`src/core/pmc_pkg.sv`:
```
// package for the parallel port mode control block
// assumes a single core clock domain and an axi4-lite register bus
package pmc_pkg;
   // ------------------------------------------------------------
   // register map
   // ------------------------------------------------------------
   localparam logic [7:0]  PMC_MODE_OFS    = 8'h00;
   localparam logic [7:0]  PMC_CMD_OFS     = 8'h04;
   localparam logic [7:0]  PMC_STAT_OFS    = 8'h08;
   localparam logic [15:0] PMC_MODE_RST    = 16'h0000;
   // ------------------------------------------------------------
   // field positions of the mode word
   // ------------------------------------------------------------
   localparam int PMC_BUSY_BIT    = 15;
   localparam int PMC_IRQ_LSB     = 13;
   localparam int PMC_STEP_LSB    = 11;
   localparam int PMC_WIDE_BIT    = 10;
   localparam int PMC_PMODE_LSB   = 8;
   localparam int PMC_SETUP_LSB   = 6;
   localparam int PMC_STROBE_LSB  = 2;
   localparam int PMC_HOLD_LSB    = 0;
   localparam logic [15:0] PMC_WR_MASK = 16'h7FFF;
   // ------------------------------------------------------------
   // encodings
   // ------------------------------------------------------------
   localparam logic [1:0] PMC_IRQ_NONE   = 2'h0;
   localparam logic [1:0] PMC_IRQ_CYCLE  = 2'h1;
   localparam logic [1:0] PMC_IRQ_STALL  = 2'h2;
   localparam logic [1:0] PMC_IRQ_BUF3   = 2'h3;
   localparam logic [1:0] PMC_STEP_NONE  = 2'h0;
   localparam logic [1:0] PMC_STEP_INC   = 2'h1;
   localparam logic [1:0] PMC_STEP_DEC   = 2'h2;
   localparam logic [1:0] PMC_STEP_BUF   = 2'h3;
   localparam logic [1:0] PMC_PM_LEGACY  = 2'h0;
   localparam logic [1:0] PMC_PM_ENH     = 2'h1;
   localparam logic [1:0] PMC_PM_MASTER2 = 2'h2;
   localparam logic [1:0] PMC_PM_MASTER1 = 2'h3;
   localparam logic [1:0] PMC_BUF3_ADDR  = 2'h3;
   localparam int PMC_ADDR_W = 11;
   localparam logic [1:0] PMC_RESP_OKAY  = 2'h0;
   localparam logic [1:0] PMC_RESP_SLVERR = 2'h2;
   typedef enum logic [2:0] {PMC_IDLE, PMC_SETUP, PMC_STROBE, PMC_HOLD} pmc_phase_t;
endpackage
```
`src/core/pmc_cycle_timer.sv`:
```
// cycle timer for one port transfer: setup, strobe and hold phases
// assumes mode fields are stable while a transfer is under way
module pmc_cycle_timer
   import pmc_pkg::*;
(
   // clock and reset
   input  wire logic        core_clk,
   input  wire logic        reset_n,
   // timing fields
   input  wire logic [1:0]  setup_wait_field,
   input  wire logic [3:0]  strobe_wait_field,
   input  wire logic [1:0]  hold_wait_field,
   // control
   input  wire logic        start,
   output logic             busy,
   output logic             strobe_on,
   output logic             done
);
   pmc_phase_t  phase_r;
   logic [3:0]  cnt_r;
   logic        skip_waits;

   // zero strobe wait drops the setup and hold phases entirely
   assign skip_waits = (strobe_wait_field == 4'h0);
   assign busy       = (phase_r != PMC_IDLE);
   assign strobe_on  = (phase_r == PMC_STROBE);

   always_ff @(posedge core_clk or negedge reset_n) begin
      if (!reset_n) begin
         phase_r <= PMC_IDLE;
         cnt_r   <= 4'h0;
         done    <= 1'b0;
      end else begin
         done <= 1'b0;
         case (phase_r)
            PMC_IDLE: begin
               if (start) begin
                  if (skip_waits) begin
                     phase_r <= PMC_STROBE;
                     cnt_r   <= 4'h0;
                  end else begin
                     phase_r <= PMC_SETUP;
                     cnt_r   <= {2'h0, setup_wait_field};
                  end
               end
            end
            PMC_SETUP: begin
               if (cnt_r == 4'h0) begin
                  phase_r <= PMC_STROBE;
                  cnt_r   <= strobe_wait_field;
               end else begin
                  cnt_r <= cnt_r - 4'h1;
               end
            end
            PMC_STROBE: begin
               if (cnt_r != 4'h0) begin
                  cnt_r <= cnt_r - 4'h1;
               end else if (skip_waits) begin
                  phase_r <= PMC_IDLE;
                  done    <= 1'b1;
               end else begin
                  phase_r <= PMC_HOLD;
                  cnt_r   <= {2'h0, hold_wait_field};
               end
            end
            default: begin
               if (cnt_r == 4'h0) begin
                  phase_r <= PMC_IDLE;
                  done    <= 1'b1;
               end else begin
                  cnt_r <= cnt_r - 4'h1;
               end
            end
         endcase
      end
   end
endmodule

```
`src/core/pmc_mode_ctrl.sv`:
```
// parallel port mode word with axi4-lite access and a transfer sequencer
// assumes the strobe/data pin engine sits outside and follows the outputs
module pmc_mode_ctrl
   import pmc_pkg::*;
(
   // clock and reset
   input  wire logic                  core_clk,
   input  wire logic                  reset_n,
   // axi4-lite slave
   input  wire logic [7:0]            s_axi_awaddr,
   input  wire logic                  s_axi_awvalid,
   output logic                       s_axi_awready,
   input  wire logic [31:0]           s_axi_wdata,
   input  wire logic [3:0]            s_axi_wstrb,
   input  wire logic                  s_axi_wvalid,
   output logic                       s_axi_wready,
   output logic [1:0]                 s_axi_bresp,
   output logic                       s_axi_bvalid,
   input  wire logic                  s_axi_bready,
   input  wire logic [7:0]            s_axi_araddr,
   input  wire logic                  s_axi_arvalid,
   output logic                       s_axi_arready,
   output logic [31:0]                s_axi_rdata,
   output logic [1:0]                 s_axi_rresp,
   output logic                       s_axi_rvalid,
   input  wire logic                  s_axi_rready,
   // slave-side access report from the pin engine
   input  wire logic                  slave_access,
   input  wire logic [1:0]            slave_addr,
   // port engine outputs
   output logic [1:0]                 port_mode_r,
   output logic                       master_mode_r,
   output logic                       strobe_active_r,
   output logic                       byte_high_r,
   output logic                       addr_phase_r,
   output logic [PMC_ADDR_W-1:0]      port_address_r,
   output logic                       buf_step_r,
   output logic                       irq_r,
   output logic                       cpu_stall_r
);
   // ------------------------------------------------------------
   // registers
   // ------------------------------------------------------------
   logic [14:0]           mode_r;
   logic                  aw_held_r, w_held_r;
   logic [7:0]            awaddr_r;
   logic [31:0]           wdata_r;
   logic [3:0]            wstrb_r;
   logic                  start_r, second_pending_r, in_xfer_r;
   logic                  tm_busy, tm_strobe, tm_done;
   logic [15:0]           mode_word;
   logic                  wr_fire;
   logic [1:0]            irq_sel, step_sel;

   assign irq_sel   = mode_r[PMC_IRQ_LSB+1:PMC_IRQ_LSB];
   assign step_sel  = mode_r[PMC_STEP_LSB+1:PMC_STEP_LSB];
   assign mode_word = {in_xfer_r & master_mode_r, mode_r};
   assign wr_fire   = aw_held_r && w_held_r && !s_axi_bvalid;

   function automatic logic is_master(input logic [1:0] pm);
      is_master = (pm == PMC_PM_MASTER1) || (pm == PMC_PM_MASTER2);
   endfunction

   // ------------------------------------------------------------
   // axi write path: address and data taken in either order
   // ------------------------------------------------------------
   always_ff @(posedge core_clk or negedge reset_n) begin
      if (!reset_n) begin
         aw_held_r     <= 1'b0;
         w_held_r      <= 1'b0;
         awaddr_r      <= 8'h00;
         wdata_r       <= 32'h0000_0000;
         wstrb_r       <= 4'h0;
         s_axi_awready <= 1'b0;
         s_axi_wready  <= 1'b0;
         s_axi_bvalid  <= 1'b0;
         s_axi_bresp   <= PMC_RESP_OKAY;
      end else begin
         s_axi_awready <= !aw_held_r && !s_axi_awready && s_axi_awvalid && !s_axi_bvalid;
         s_axi_wready  <= !w_held_r && !s_axi_wready && s_axi_wvalid && !s_axi_bvalid;
         if (s_axi_awvalid && s_axi_awready) begin
            aw_held_r <= 1'b1;
            awaddr_r  <= s_axi_awaddr;
         end
         if (s_axi_wvalid && s_axi_wready) begin
            w_held_r <= 1'b1;
            wdata_r  <= s_axi_wdata;
            wstrb_r  <= s_axi_wstrb;
         end
         if (wr_fire) begin
            aw_held_r    <= 1'b0;
            w_held_r     <= 1'b0;
            s_axi_bvalid <= 1'b1;
            if ((awaddr_r[7:2] == PMC_MODE_OFS[7:2]) || (awaddr_r[7:2] == PMC_CMD_OFS[7:2])) begin
               s_axi_bresp <= PMC_RESP_OKAY;
            end else begin
               s_axi_bresp <= PMC_RESP_SLVERR;
            end
         end else if (s_axi_bvalid && s_axi_bready) begin
            s_axi_bvalid <= 1'b0;
         end
      end
   end

   // ------------------------------------------------------------
   // mode word; writes while busy are still accepted
   // ------------------------------------------------------------
   always_ff @(posedge core_clk or negedge reset_n) begin
      if (!reset_n) begin
         mode_r <= PMC_MODE_RST[14:0];
      end else if (wr_fire && awaddr_r[7:2] == PMC_MODE_OFS[7:2]) begin
         if (wstrb_r[0]) mode_r[7:0] <= wdata_r[7:0];
         if (wstrb_r[1]) mode_r[14:8] <= wdata_r[14:8] & PMC_WR_MASK[14:8];
      end
   end

   // ------------------------------------------------------------
   // axi read path
   // ------------------------------------------------------------
   always_ff @(posedge core_clk or negedge reset_n) begin
      if (!reset_n) begin
         s_axi_arready <= 1'b0;
         s_axi_rvalid  <= 1'b0;
         s_axi_rdata   <= 32'h0000_0000;
         s_axi_rresp   <= PMC_RESP_OKAY;
      end else begin
         s_axi_arready <= !s_axi_arready && s_axi_arvalid && !s_axi_rvalid;
         if (s_axi_arvalid && s_axi_arready) begin
            s_axi_rvalid <= 1'b1;
            s_axi_rresp  <= PMC_RESP_OKAY;
            if (s_axi_araddr[7:2] == PMC_MODE_OFS[7:2]) begin
               s_axi_rdata <= {16'h0000, mode_word};
            end else if (s_axi_araddr[7:2] == PMC_STAT_OFS[7:2]) begin
               s_axi_rdata <= {16'h0000, port_address_r, 2'h0, tm_busy, in_xfer_r, irq_r};
            end else if (s_axi_araddr[7:2] == PMC_CMD_OFS[7:2]) begin
               s_axi_rdata <= 32'h0000_0000;
            end else begin
               s_axi_rdata <= 32'h0000_0000;
               s_axi_rresp <= PMC_RESP_SLVERR;
            end
         end else if (s_axi_rvalid && s_axi_rready) begin
            s_axi_rvalid <= 1'b0;
         end
      end
   end

   // ------------------------------------------------------------
   // transfer sequencer: command write in a master mode starts one data access
   // ------------------------------------------------------------
   pmc_cycle_timer u_timer (
      .core_clk          (core_clk),
      .reset_n           (reset_n),
      .setup_wait_field  (mode_r[PMC_SETUP_LSB+1:PMC_SETUP_LSB]),
      .strobe_wait_field (mode_r[PMC_STROBE_LSB+3:PMC_STROBE_LSB]),
      .hold_wait_field   (mode_r[PMC_HOLD_LSB+1:PMC_HOLD_LSB]),
      .start             (start_r),
      .busy              (tm_busy),
      .strobe_on         (tm_strobe),
      .done              (tm_done)
   );

   always_ff @(posedge core_clk or negedge reset_n) begin
      if (!reset_n) begin
         start_r          <= 1'b0;
         in_xfer_r        <= 1'b0;
         second_pending_r <= 1'b0;
         byte_high_r      <= 1'b0;
      end else begin
         start_r <= 1'b0;
         if (wr_fire && awaddr_r[7:2] == PMC_CMD_OFS[7:2] && !in_xfer_r
             && is_master(mode_r[PMC_PMODE_LSB+1:PMC_PMODE_LSB])) begin
            in_xfer_r        <= 1'b1;
            start_r          <= 1'b1;
            byte_high_r      <= 1'b0;
            second_pending_r <= mode_r[PMC_WIDE_BIT];
         end else if (tm_done) begin
            if (second_pending_r) begin
               second_pending_r <= 1'b0;
               byte_high_r      <= 1'b1;
               start_r          <= 1'b1;
            end else begin
               in_xfer_r   <= 1'b0;
               // high-byte marker must not outlive the access it belongs to
               byte_high_r <= 1'b0;
            end
         end
      end
   end

   // ------------------------------------------------------------
   // mode outputs, address stepping and event outputs
   // ------------------------------------------------------------
   always_ff @(posedge core_clk or negedge reset_n) begin
      if (!reset_n) begin
         port_mode_r     <= PMC_PM_LEGACY;
         master_mode_r   <= 1'b0;
         strobe_active_r <= 1'b0;
         addr_phase_r    <= 1'b0;
      end else begin
         port_mode_r     <= mode_r[PMC_PMODE_LSB+1:PMC_PMODE_LSB];
         master_mode_r   <= is_master(mode_r[PMC_PMODE_LSB+1:PMC_PMODE_LSB]);
         strobe_active_r <= tm_strobe;
         // address phase is a one-cycle pulse, one edge after each start_r, not the whole setup wait
         addr_phase_r    <= tm_busy && !tm_strobe && !in_xfer_r ? 1'b0 : start_r;
      end
   end

   always_ff @(posedge core_clk or negedge reset_n) begin
      if (!reset_n) begin
         port_address_r <= '0;
         buf_step_r     <= 1'b0;
      end else begin
         buf_step_r <= 1'b0;
         if (tm_done && !second_pending_r) begin
            case (step_sel)
               PMC_STEP_INC: port_address_r <= port_address_r + 11'h001;
               PMC_STEP_DEC: port_address_r <= port_address_r - 11'h001;
               default:      port_address_r <= port_address_r;
            endcase
         end
         // buffer stepping only means something in slave operation
         if (slave_access && step_sel == PMC_STEP_BUF && !master_mode_r) begin
            buf_step_r <= 1'b1;
         end
      end
   end

   always_ff @(posedge core_clk or negedge reset_n) begin
      if (!reset_n) begin
         irq_r       <= 1'b0;
         cpu_stall_r <= 1'b0;
      end else begin
         irq_r <= 1'b0;
         case (irq_sel)
            PMC_IRQ_CYCLE: irq_r <= tm_done && !second_pending_r;
            PMC_IRQ_BUF3:  irq_r <= slave_access && slave_addr == PMC_BUF3_ADDR
                                    && !master_mode_r;
            default:       irq_r <= 1'b0;
         endcase
         // stall holds the processor for the whole access, pairs included
         cpu_stall_r <= (irq_sel == PMC_IRQ_STALL) && (in_xfer_r || start_r);
      end
   end
endmodule

```
`config.mk`:
```
export PLATFORM = sky130hd
export DESIGN_NAME = pmc_mode_ctrl
export DESIGN_NICKNAME = d
export VERILOG_FILES = /design/src/core/pmc_pkg.sv /design/src/core/pmc_cycle_timer.sv /design/src/core/pmc_mode_ctrl.sv
export SDC_FILE = /design/constraint.sdc
export NUM_CORES = 1
export LEC_CHECK = 0
export BUFFER_PORTS_ARGS = -buffer_cell sky130_fd_sc_hd__buf_2
export CAP_MARGIN = 10
export CORE_MARGIN = 3
export CORE_UTILIZATION = 45
export DETAILED_ROUTE_END_ITERATION = 10
export PLACE_DENSITY = 0.68
export SLEW_MARGIN = 20
export SYNTH_ARGS = -nofsm -noshare
export SYNTH_HDL_FRONTEND = slang
export SYNTH_SLANG_ARGS = --single-unit
```
`constraint.sdc`:
```
create_clock -name core_clk -period 3.7 [get_ports core_clk]
set_clock_uncertainty 0.05 [all_clocks]
set_input_delay 0.555 -clock core_clk [delete_from_list [all_inputs] [get_ports core_clk]]
set_output_delay 0.555 -clock core_clk [all_outputs]
set_load 0.01 [all_outputs]
```
# Word-level counts from Yosys, hierarchy flattened
# Cells that the tools add are included.
[totals]
regBits = 114
[classes]
add_sub_neg = 3
n_eq_ne = 20
n_mux = 46
n_bitwise = 1
reduce_logical = 62
[ops]
columns = ["operator", "count"]
rows = [
  ["two-way mux 16 bit", 2],
  ["logical AND 1 bit", 27],
  ["two-way mux 1 bit", 23],
  ["one-hot mux 11 bit (2 select lines)", 1],
  ["two-way mux 4 bit", 5],
  ["== test 2 bit, second input constant", 7],
  ["two-way mux 2 bit", 7],
  ["== test 6 x 1 -> 1 bit, second input constant", 2],
  ["logical NOT 6 bit", 2],
  ["two-way mux 3 bit", 4],
  ["one-hot mux 4 bit (3 select lines)", 1],
  ["nonzero test 2 bit", 6],
  ["adder 11 x 1 -> 11 bit, second input constant", 1],
  ["logical NOT 1 bit", 11],
  ["subtractor 11 x 1 -> 11 bit, second input constant", 1],
  ["one-hot mux 3 bit (3 select lines)", 1],
  ["logical NOT 4 bit", 2],
  ["AND reduction 2 bit", 4],
  ["== test 6 x 2 -> 1 bit, second input constant", 1],
  ["nonzero test 3 bit", 2],
  ["== test 2 x 1 -> 1 bit, second input constant", 2],
  ["!= test 2 x 1 -> 1 bit, second input constant", 2],
  ["!= test 2 bit, second input constant", 2],
  ["!= test 4 bit, second input constant", 1],
  ["other kinds (12)", 15],
]

# Depth between registers and ports, before layout
# Gate-level depths: netlist (run 1).
[logic_depth]
ltp_word = 7
depth_mapped = 12

# Cells and area by module
# From an unflattened synthesis (run 1), not the netlist that was laid out.
[unflattened]
hier_cells = 412
area_unflattened_um2 = 4595.7
[by_module_without_submodules]
columns = ["module", "instances", "cells_per_inst", "area_per_inst_um2", "seq_area_each_um2"]
rows = [
  ["pmc_mode_ctrl", 1, 349, 4021.4, 2152.1],
  ["pmc_cycle_timer", 1, 63, 574.3, 175.2],
]

# Worst setup path before layout (run 1)
# Ideal clock, no wire load.
[synth_path]
kind = "reg-to-reg"
start = "register mode_r[11]"
end = "register port_address_r[6]"
t_arrival_ns = 2.524
required_time_ns = 3.510
slack_ns = 0.986
stages_incl_launch_ff = 13
n_path_buf = 3
path_cell_list = "dfrtp_1 > inv_1 > ha_1 > clkbuf_8 > clkbuf_1 > buf_2 > xor2_1 > ha_1 > and3b_1 > a31oi_1 > a221o_1 > mux2i_1 > o311ai_1"
[synth_via]
elab_chain_len = 3
elab_cells_between_ends = 5
[synth_rtl]
columns = ["item", "line_no", "text"]
rows = [
  ["start, declared", "pmc_mode_ctrl.sv:44", "logic [14:0] mode_r;"],
  ["start signal, assigned", "pmc_mode_ctrl.sv:110", "mode_r <= PMC_MODE_RST[14:0];"],
  ["start signal, assigned", "pmc_mode_ctrl.sv:113", "if (wstrb_r[1]) mode_r[14:8] <= wdata_r[14:8] & PMC_WR_MASK[14:8];"],
  ["== test 2 bit / == test 2 x 1 -> 1 bit (equally long branches)", "pmc_mode_ctrl.sv:215", "case (step_sel)"],
  ["nonzero test 2 bit (no line)", "n/a", ""],
  ["AND reduction 2 bit (no line)", "n/a", ""],
  ["end signal, assigned", "pmc_mode_ctrl.sv:216", "PMC_STEP_INC: port_address_r <= port_address_r + 11'h001;"],
  ["end signal, assigned", "pmc_mode_ctrl.sv:217", "PMC_STEP_DEC: port_address_r <= port_address_r - 11'h001;"],
  ["end signal, assigned", "pmc_mode_ctrl.sv:218", "default: port_address_r <= port_address_r;"],
  ["end, declared", "pmc_mode_ctrl.sv:36", "output logic [PMC_ADDR_W-1:0] port_address_r,"],
]
# Several ways; a longest one is shown, not always the timed one.
# A chain may end at the register's enable or synchronous reset.

# Worst setup path in the final report (run 1)
[layout_path]
start = "register mode_r[11]"
end = "register port_address_r[9]"
# Same word-level chain as after synthesis.

==> results of run 1 <==
-- metrics by stage --
| stage | total power, W | cell area (um2) |
|---|---|---|
| 2_1_floorplan | 0.00205 | 4820 |
| 3_3_place_gp | 0.00224 | 5150 |
| 3_5_place_dp | 0.00228 | 5150 |
| 4_1_cts | 0.00302 | 5360 |
| 5_1_grt | 0.00319 | 5370 |
| 6_report | 0.00299 | 5370 |
-- critical path, cell delays in order, from the launching register on --
cell      delay [ns]
dfrtp_1         0.43
inv_1           0.10
ha_1            0.59
inv_1           0.26
a221oi_2        0.44
nor2_1          0.07
mux2_2          0.27
or4b_1          0.49
-- where the power goes --
part           total [W]  internal (W)  switching, W
Combinational   0.000785      0.000384      0.000400
Clock           0.000732      0.000379      0.000353
Sequential       0.00148       0.00127      0.000211
Total            0.00299       0.00203      0.000964
-- cells in the final DEF (no fill, tap or decap), drive strengths merged, types with 4 or more instances in the layout --
| master | count |
|---|---|
| a211oi | 5 |
| a21o | 5 |
| a21oi | 12 |
| a31oi | 5 |
| a32oi | 4 |
| and2 | 4 |
| buf | 86 |
| clkbuf | 10 |
| conb | 18 |
| dfrtp | 93 |
| ha | 5 |
| inv | 20 |
| mux2 | 39 |
| mux2i | 15 |
| nand2 | 42 |
| nand3 | 4 |
| nor2 | 16 |
| nor2b | 4 |
| nor3 | 9 |
| nor3b | 6 |
| nor4 | 5 |
| o2111ai | 4 |
| o21ai | 23 |
| o22ai | 5 |
| o31ai | 18 |
| or4 | 4 |
| xnor2 | 5 |
-- cell type report --
class	instances	area (um2)
well taps	133	166
fillers	899	4680
repair buffers	86	449
multi-input cells	303	2130
flip-flops and latches	93	2330
clock buffers	10	128
clock inverters	6	87.6
inverters	20	75.1
-- cell families after synthesis --
family	count (synthesis)	synth area share
and+or+nand+nor	113	0.129
other	1	0.000788
buffers and inverters	65	0.0760
DFF	93	0.489
muxes	54	0.124
adders and majority gates	6	0.0152
AOI/OAI and AO/OA	104	0.152
xor gates and xnor gates	8	0.0147
-- per-layer routing --
| layer | vias to the layer above | track usage | part of all wire |
|---|---|---|---|
| met2 | 142 | 0.281 | 0.44 |
| li1 | 1710 | - | - |
| met1 | 1738 | 0.246 | 0.46 |
| met4 | 2 | 0.0794 | 0.020 |
| met3 | 21 | 0.0426 | 0.080 |
| met5 | - | 0 | 0.0011 |
-- path summary, 6_finish.rpt --
kind | to | slack, ns | depth (start not counted)
worst min register to register | port_mode_r[0] | 0.37 | 0
min in group core_clk | s_axi_bvalid | 0.32 | 2
worst min-delay path | port_address_r[10] | 0.18 | 1
max in group asynchronous | port_address_r[2] | 2.81 | 2
worst max-delay path | port_address_r[9] | 0.88 | 7
worst max register to register | port_address_r[9] | 0.88 | 7
-- flip-flops by register name (all words and copies together), names as in the netlist, 2 cells and up --
| signal | count |
|---|---|
| awaddr_r | 6 |
| s_axi_rdata | 16 |
| port_mode_r | 2 |
| port_address_r | 11 |
| u_timer.phase_r | 2 |
| wstrb_r | 2 |
| u_timer.cnt_r | 4 |
| mode_r | 15 |
| wdata_r | 15 |
==> impl_metrics.tcl, run 1 <==
set metrics [dict create \
    hp-class "in -> async" \
    clkTransAtPathRegs_ns 0.09 \
    maxSlewViolCount 0 \
    cts_tree "done" \
    rows 36 \
    grt_pass1_wl_mm 16.8 \
    yosys_warnings 0 \
    yosys-top-cells-count "dfrtp_1 (93), nand2_1 (40), mux2_2 (39), o21ai_0 (23), inv_1 (20)" \
    drc 0 \
    clkLatencyLatePin_ns 0.36 \
    ys.flop_type "dfrtp_1" \
    cap_viol_max_count 0 \
    tns_ns 0 \
    worstPathArrival_ns 3.00 \
    synth_area_leader_cell "dfrtp_1" \
    worstPathRequired_ns 3.89 \
    async_flop_share 1.00 \
    design.core.area_um2 10000 \
    status "completed" \
    seq_area_frac_synth 0.489 \
    ys_types 69 \
    die-area_um2 11800 \
    finalSetupViolCount 0 \
    finalWorstSetupSlack_ns 0.885 \
    cp-end-kind "register" \
    fin_cells 651 \
    antenna_cells 0 \
    grt_max_degree 85 \
    ir_drop_uv 319 \
    timing.rr.start "mode_r[11]" \
    hold_ws_ns 0.185 \
    numClockSinks 93 \
    syn_avg_cell_area_um2 10.7 \
    p_leak_nw 2.60 \
    area_delta_synth_final_pct 12.8 \
    drt_first_pass_iters 4 \
    worstMarginPinSlew_ns 0.980 \
    first_global_vias 3419 \
    synth-seq-cells 93 \
    ios 123 \
    vias_per_cell 5.55 \
    synthDominantCellAreaShare 0.489 \
    antenna_found_initial 1 \
    die_y_um 109 \
    routabilityCongestion 0.870 \
    synth.most_common_cell "dfrtp_1" \
    cts_setup_buffers 0 \
    post_cts_resized 0 \
    fin_crit_ns 2.82 \
    power_density_nw_per_um2 558 \
    pre_cts_slack_ns 0.965 \
    critPathMaxFanout 18 \
    start_kind "register" \
    rsz0062_at_grt "false" \
    gr-total-overflow 0 \
    critPathLaunch "mode_r[11]" \
    portBuffers 81 \
    clock.fmax_mhz 355 \
    drive_above_1_share 0.292 \
    h-tree-depth 3 \
    die_w_um 109 \
    slew_headroom 0.345 \
    grt_usage 0.182 \
    drt_iter0_drc 257 \
    fin_crit_sh 0.761 \
    place_inst 635 \
    utilization 0.534 \
    wire_per_inst_um 15.9 \
    crit_type "reg -> reg" \
    netlist_area_um2 4760 \
    synth_area_leaders "dfrtp_1 (49%), mux2_2 (9.2%), mux2i_1 (3.2%)" \
    hold_buffers 0 \
    ant_nets 0 \
    layout.nets 580 \
    hpwl_mm 7.39 \
    synth-edff-count 0 \
    vias 3613 \
    wirelength_mm 10.3 \
    hold_viol_final 0 \
    synthCells 444 \
    cts-root-buf "clkbuf_8" \
    cts_buffers 9 \
    clk_path_buf_depth 2 \
    start_util 0.474 \
]
(Power assumes the default switching activity.)
==> run 2, diff against run 1 <==
--- a/config.mk
+++ b/config.mk
@@ -5,6 +5,7 @@
 export SDC_FILE = /design/constraint.sdc
 export NUM_CORES = 1
 export LEC_CHECK = 0
+export ABC_AREA = 1
 export BUFFER_PORTS_ARGS = -buffer_cell sky130_fd_sc_hd__buf_2
 export CAP_MARGIN = 10
 export CORE_MARGIN = 3
==> constraint.sdc (replaced) <==
create_clock -name core_clk -period 2.8 [get_ports core_clk]
set_clock_uncertainty 0.05 [all_clocks]
set_input_delay 0.42 -clock core_clk [delete_from_list [all_inputs] [get_ports core_clk]]
set_output_delay 0.42 -clock core_clk [all_outputs]
set_load 0.01 [all_outputs]
==> run 2 against run 1 <==
  * Synthesized cell count up 27%
  * Die area fell by 3.4%
  * Combinational power increased by 120%
  * Largest power group unchanged
  * Worst setup slack worse by 0.27 ns
  * Clock power increased by 11%
  * Count of clock-buffer cells in the layout up 1
  * Register-to-register slack worse by 0.27 ns
  * Core utilization down 0.34 points
  * Sequential power grew 41%
  * Via count rose by 5.0%
  * Sequential cell count unchanged
  * Fmax increased by 29%
  * Critical endpoint is now port_address_r[6]
==> impl_metrics.tcl, run 2 <==
set metrics [dict create \
    ant_nets 0 \
    hold_start "s_axi_bready" \
    antenna_found_initial 0 \
    layout.nets 710 \
    start_util 0.465 \
    tns_ns 0 \
    h-tree-depth 3 \
    largest_reg_flops 16 \
    critPathMaxFanout 9 \
    power_density_nw_per_um2 882 \
    ys_types 42 \
    seq_area_frac_synth 0.507 \
    first_global_vias 3653 \
    timing.rr.start "mode_r[11]" \
    synth_area_leaders "dfrtp_1 (51%), nand2_1 (15%), inv_1 (4.6%)" \
    antenna_cells 0 \
    drc 0 \
    synthDominantCellAreaShare 0.507 \
    clkTransAtPathRegs_ns 0.09 \
    hold_viol_final 0 \
    final_cell_mix "nand2_1 (178), dfrtp_1 (93), buf_2 (80)" \
    area_delta_synth_final_pct 14.2 \
    portBuffers 81 \
    rows 36 \
    synth_xor_area_frac 0.0150 \
    design.core.area_um2 9860 \
    clock.fmax_mhz 458 \
    crit_type "reg -> reg" \
    regMostFlops "s_axi_rdata" \
    async_flop_share 1.00 \
    vias_per_cell 4.86 \
    reg_top3 "s_axi_rdata: 16 flops, mode_r: 15 flops, wdata_r: 15 flops" \
    vias 3795 \
    synth_compound_gate_area_share 0.0976 \
    synthSimpleGateAreaFrac 0.269 \
    n_fill_cell 947 \
    wirelength_mm 10.4 \
    p_total_w 0.00462 \
    synth_fa_ha_area_frac 0.0136 \
    muxShareOfSynthArea 0 \
    worstPathArrival_ns 2.37 \
    ios 123 \
    cts_tree "done" \
    p_leak_nw 2.81 \
    synth_top_family_by_area "simple AND/OR/NAND/NOR gates" \
    worstPathRequired_ns 2.99 \
    clk_path_buf_depth 2 \
    seq_area_um2 2330 \
    fin_crit_sh 0.779 \
    ys.flop_type "dfrtp_1" \
    synth-seq-cells 93 \
    die_w_um 107 \
    hp-class "in -> reg" \
    hpwl_mm 7.75 \
    start_kind "register" \
    grt_max_degree 56 \
    cp-end-kind "register" \
    drt_iter0_drc 272 \
    syn_avg_cell_area_um2 8.16 \
    wire_per_inst_um 13.3 \
    drive_above_1_share 0.194 \
    rsz0062_at_grt "false" \
    hold_ws_ns 0.190 \
    cts_buffers 9 \
    fin_crit_ns 2.18 \
    routabilityCongestion 0.873 \
    finalSetupViolCount 0 \
    maxSlewViolCount 0 \
    numClockSinks 93 \
    critPathLaunch "mode_r[11]" \
    slew_headroom 0.613 \
    cts-root-buf "clkbuf_8" \
    die_y_um 107 \
    place_area_um2 5050 \
    synth.most_common_cell "nand2_1" \
    yosys_warnings 0 \
    mostFrequentLayoutCell "nand2_1" \
    die-area_um2 11400 \
    place_inst 764 \
    worstMarginPinSlew_ns 0.580 \
    ir_drop_uv 417 \
    grt_pass1_wl_mm 17.4 \
    grt_usage 0.192 \
    status "completed" \
    final_area_um2 5240 \
    synth_area_leader_cell "dfrtp_1" \
    multiInputGateArea_um2 1880 \
    netlist_area_um2 4590 \
    post_cts_resized 0 \
    clkLatencyLatePin_ns 0.36 \
    drt_first_pass_iters 4 \
    gr-total-overflow 0 \
    yosys-top-cells-count "nand2_1 (178), dfrtp_1 (93), inv_1 (56), nor2_1 (45), nand3_1 (30)" \
    synth-edff-count 0 \
    cap_viol_max_count 0 \
    fin_cells 781 \
    synthCells 562 \
]
-- run 2: power by group --
part / switching [W] / internal, W / total [W] / leakage [nW]
registers: 0.000330 / 0.00176 / 0.00209 / 1.21
clock network: 0.000468 / 0.000348 / 0.000815 / 0.0857
logic: 0.00108 / 0.000632 / 0.00171 / 1.52
-- run 2: cells by family (layout without fill, tap and decap cells) --
family,after synthesis,in the layout
fa+ha+maj,5,5
xor+xnor,7,7
simple gates,288,288
compound gates,75,75
other cells,1,18
flops,93,93
buf+inv,93,162
-- run 2: worst max-delay path, stage by stage, from the launching register on --
cell and delay, ns:
dfrtp_1 0.39, inv_1 0.13, ha_1 0.43, inv_2 0.12, o21bai_1 0.25, nand2_1 0.13, o21bai_2 0.21, nand2_1 0.11
nand2_1 0.07, nand2_1 0.05, nand3_1 0.07, nand2_1 0.05
-- run 2: area by class of cell --
class	count	area share
tap	133	0.0318
timing repair buffer	87	0.0893
clock inverter	5	0.00645
clock buffer	11	0.0270
sequential	93	0.444
inverter	59	0.0423
multi-input combinational	393	0.359
-- run 2: metrics by stage --
step	utilization	setup WS, ns
after floorplan	-	0.900
after global placement	0.512	0.740
after detailed placement	0.512	0.662
after CTS	0.531	0.649
after global routing	0.531	0.380
final	0.531	0.619
-- run 2: final timing paths --
path / end / slack [ns] / cells after the start
max: port_address_r[6] / 0.62 / 11
min: s_axi_bvalid / 0.19 / 2
max reg2reg: port_address_r[6] / 0.62 / 11
min reg2reg: port_mode_r[0] / 0.36 / 0
max in group asynchronous: wdata_r[2] / 1.53 / 3
min in group asynchronous: port_address_r[0] / 0.52 / 2
-- run 2: repair_timing --
item	in CTS	in global routing
hold endpoints to repair	11	0
setup buffers	0	0
hold buffers	1	0
-- run 2: layer usage --
layer  GRT usage  wire length [um]  vias up
li1            -                 -     1918
met2       0.298              4590      127
met3      0.0313               655       12
met4      0.0648               134        0
met1       0.274              4990     1738
met5           0                 0        -
==> run 3, diff against run 2 <==
--- a/config.mk
+++ b/config.mk
@@ -11,7 +11,7 @@
 export CORE_MARGIN = 3
 export CORE_UTILIZATION = 45
 export DETAILED_ROUTE_END_ITERATION = 10
-export PLACE_DENSITY = 0.68
+export PLACE_DENSITY = 0.71
 export SLEW_MARGIN = 20
 export SYNTH_ARGS = -nofsm -noshare
 export SYNTH_HDL_FRONTEND = slang
==> constraint.sdc (replaced) <==
create_clock -name core_clk -period 1.95 [get_ports core_clk]
set_clock_uncertainty 0.05 [all_clocks]
set_input_delay 0.2925 -clock core_clk [delete_from_list [all_inputs] [get_ports core_clk]]
set_output_delay 0.2925 -clock core_clk [all_outputs]
set_load 0.01 [all_outputs]
==> run 3 against run 2 <==
  * Final cell count rose by 2.3%
  * First-iteration DRC count up 13%
  * Worst hold slack got worse by 0.15 ns
  * Register-to-register slack worse by 0.53 ns
  * Non-clock buffer count grew 18
  * Critical path type unchanged
  * Highest routed layer unchanged
==> impl_metrics.tcl, run 3 (synthesized netlist as in run 2, its figures left out) <==
set metrics [dict create \
    crit_path_cell_trace "inv_2, ha_4, xor2_2, ha_2, o21bai_4, nand2_2, o21bai_4, nand2_1, nand2_1, nand2_1, nand3_1, nand2_1" \
    critPathMaxStageDelay_ns 0.40 \
    pwr-share-seq 0.413 \
    grt_max_degree 94 \
    wl_met2_mm 4.71 \
    cts_buffers 9 \
    highest_layer "met4" \
    wire_per_inst_um 13.3 \
    p_leak_nw 2.94 \
    fin_crit_sh 0.952 \
    hold_end "s_axi_bvalid" \
    tns_ns 0 \
    drive_above_1_share 0.236 \
    critPathMaxFanout 4 \
    slew_headroom 0.600 \
    hold_viol_final 0 \
    r2r_slack_ns 0.09 \
    cpMaxStageDelayCell "dfrtp_1" \
    vias_per_cell 4.91 \
    seq_area_um2 2330 \
    ios 123 \
    layout.nets 728 \
    cts-root-buf "clkbuf_8" \
    hold_start "s_axi_bready" \
    rr_worst_depth 12 \
    timing.rr.start "mode_r[11]" \
    ir_drop_uv 650 \
    met3_length_um 668 \
    p_comb_frac 0.383 \
    cp-end-kind "register" \
    numClockSinks 93 \
    ant_nets 0 \
    antenna_cells 0 \
    die_w_um 107 \
    maxSlewViolCount 0 \
    antenna_found_initial 0 \
    worstReg2RegEnd "port_address_r[6]" \
    hold_depth 2 \
    hp-class "in -> reg" \
    clkLatencyLatePin_ns 0.36 \
    grt_pass1_wl_mm 17.9 \
    h-tree-depth 3 \
    worstPathRequired_ns 2.15 \
    cp_num_cells 12 \
    fin_cells 799 \
    clk_path_buf_depth 2 \
    multiInputGateArea_um2 1960 \
    critPathLaunch "mode_r[11]" \
    portBuffers 81 \
    clock.fmax_mhz 539 \
    switching_share 0.390 \
    area_delta_synth_final_pct 20.2 \
    wirelength_mm 10.6 \
    cap_viol_max_count 0 \
    final_cell_mix "nand2_1 (175), dfrtp_1 (93), buf_2 (80)" \
    first_global_vias 3752 \
    regMostFlops "s_axi_rdata" \
    power_density_nw_per_um2 1320 \
    n_fill_cell 913 \
    start_util 0.465 \
    utilization 0.559 \
    worstMarginPinSlew_ns 0.599 \
    reg_top3 "s_axi_rdata: 16 flops, mode_r: 15 flops, wdata_r: 15 flops" \
    critPathMostFrequentCell "nand2_1" \
    start_kind "register" \
    hpwl_mm 7.84 \
    clkTransAtPathRegs_ns 0.09 \
    crit_buf_inv 1 \
    die-area_um2 11400 \
    p_int_w 0.00443 \
    drt_first_pass_iters 4 \
    fin_crit_ns 1.86 \
    vias 3925 \
    drt_iter0_drc 307 \
    wl_met1_mm 5.06 \
    status "completed" \
    routabilityCongestion 0.868 \
    grt_usage 0.196 \
    rows 36 \
    cts_tree "done" \
    worstPathArrival_ns 2.05 \
    clkPwrFrac 0.204 \
    largest_reg_flops 16 \
    mostFrequentLayoutCell "nand2_1" \
    crit_type "reg -> reg" \
    design.core.area_um2 9860 \
    path_delay_family "simple AND/OR/NAND/NOR gates" \
    rsz0062_at_grt "true" \
    switchingPower_w 0.00283 \
    place_inst 778 \
    drc 0 \
    die_y_um 107 \
    finalSetupViolCount 0 \
    gr-total-overflow 0 \
]
-- run 3: cell types whose count changed in the layout (fill, tap and decap cells not counted), sizes merged --
| cell | change |
|---|---|
| buf | +18 |
| clkbuf | +1 |
| clkinvlp | -1 |
| bufinv | +2 |
| clkinv | -2 |
-- run 3: area by class of cell --
cell class | count | area share
inverters | 59 | 0.0402
clock inverters | 4 | 0.0143
flip-flops and latches | 93 | 0.422
multi-input cells | 393 | 0.355
repair buffers | 105 | 0.110
clock buffers | 12 | 0.0281
well taps | 133 | 0.0302
-- run 3: worst max path at each step --
stage                              end
floorplan            port_address_r[6]
global placement     port_address_r[6]
detailed placement   port_address_r[6]
CTS                  port_address_r[6]
global route        port_address_r[10]
finish               port_address_r[6]
-- run 3: repair_timing --
| action | 4_1_cts | 5_1_grt |
|---|---|---|
| hold buffers | 1 | 0 |
| pin swaps | 1 | 6 |
| gates resized for setup | 5 | 14 |
| hold endpoints to repair | 93 | 0 |
| setup buffers | 0 | 4 |
| endpoints found under the setup margin | 2 | 7 |
-- run 3: metrics by stage --
step                hold WS (ns)  total power (W)  area, um2  setup WS (ns)
floorplan                -0.0531          0.00478       4650         0.0502
global placement           0.324          0.00552       5160         0.0461
CTS                       0.0346          0.00714       5420         0.0230
detailed placement         0.330          0.00563       5160        -0.0467
finish                    0.0419          0.00726       5510         0.0936
global route              0.0642          0.00781       5510        -0.0624
-- run 3: per-layer routing --
layer  GRT usage  vias up
met1       0.273     1808
met4      0.0712        0
met5           0        -
met3      0.0343       18
li1            -     1958
met2       0.309      141
-- run 3: power by group through the flow --
stage               clock network (W)  registers (W)  logic (W)
CTS                           0.00150        0.00299    0.00265
global placement                    0        0.00300    0.00252
floorplan                           0        0.00301    0.00178
global route                  0.00158        0.00308    0.00315
detailed placement                  0        0.00302    0.00261
finish                        0.00148        0.00300    0.00278
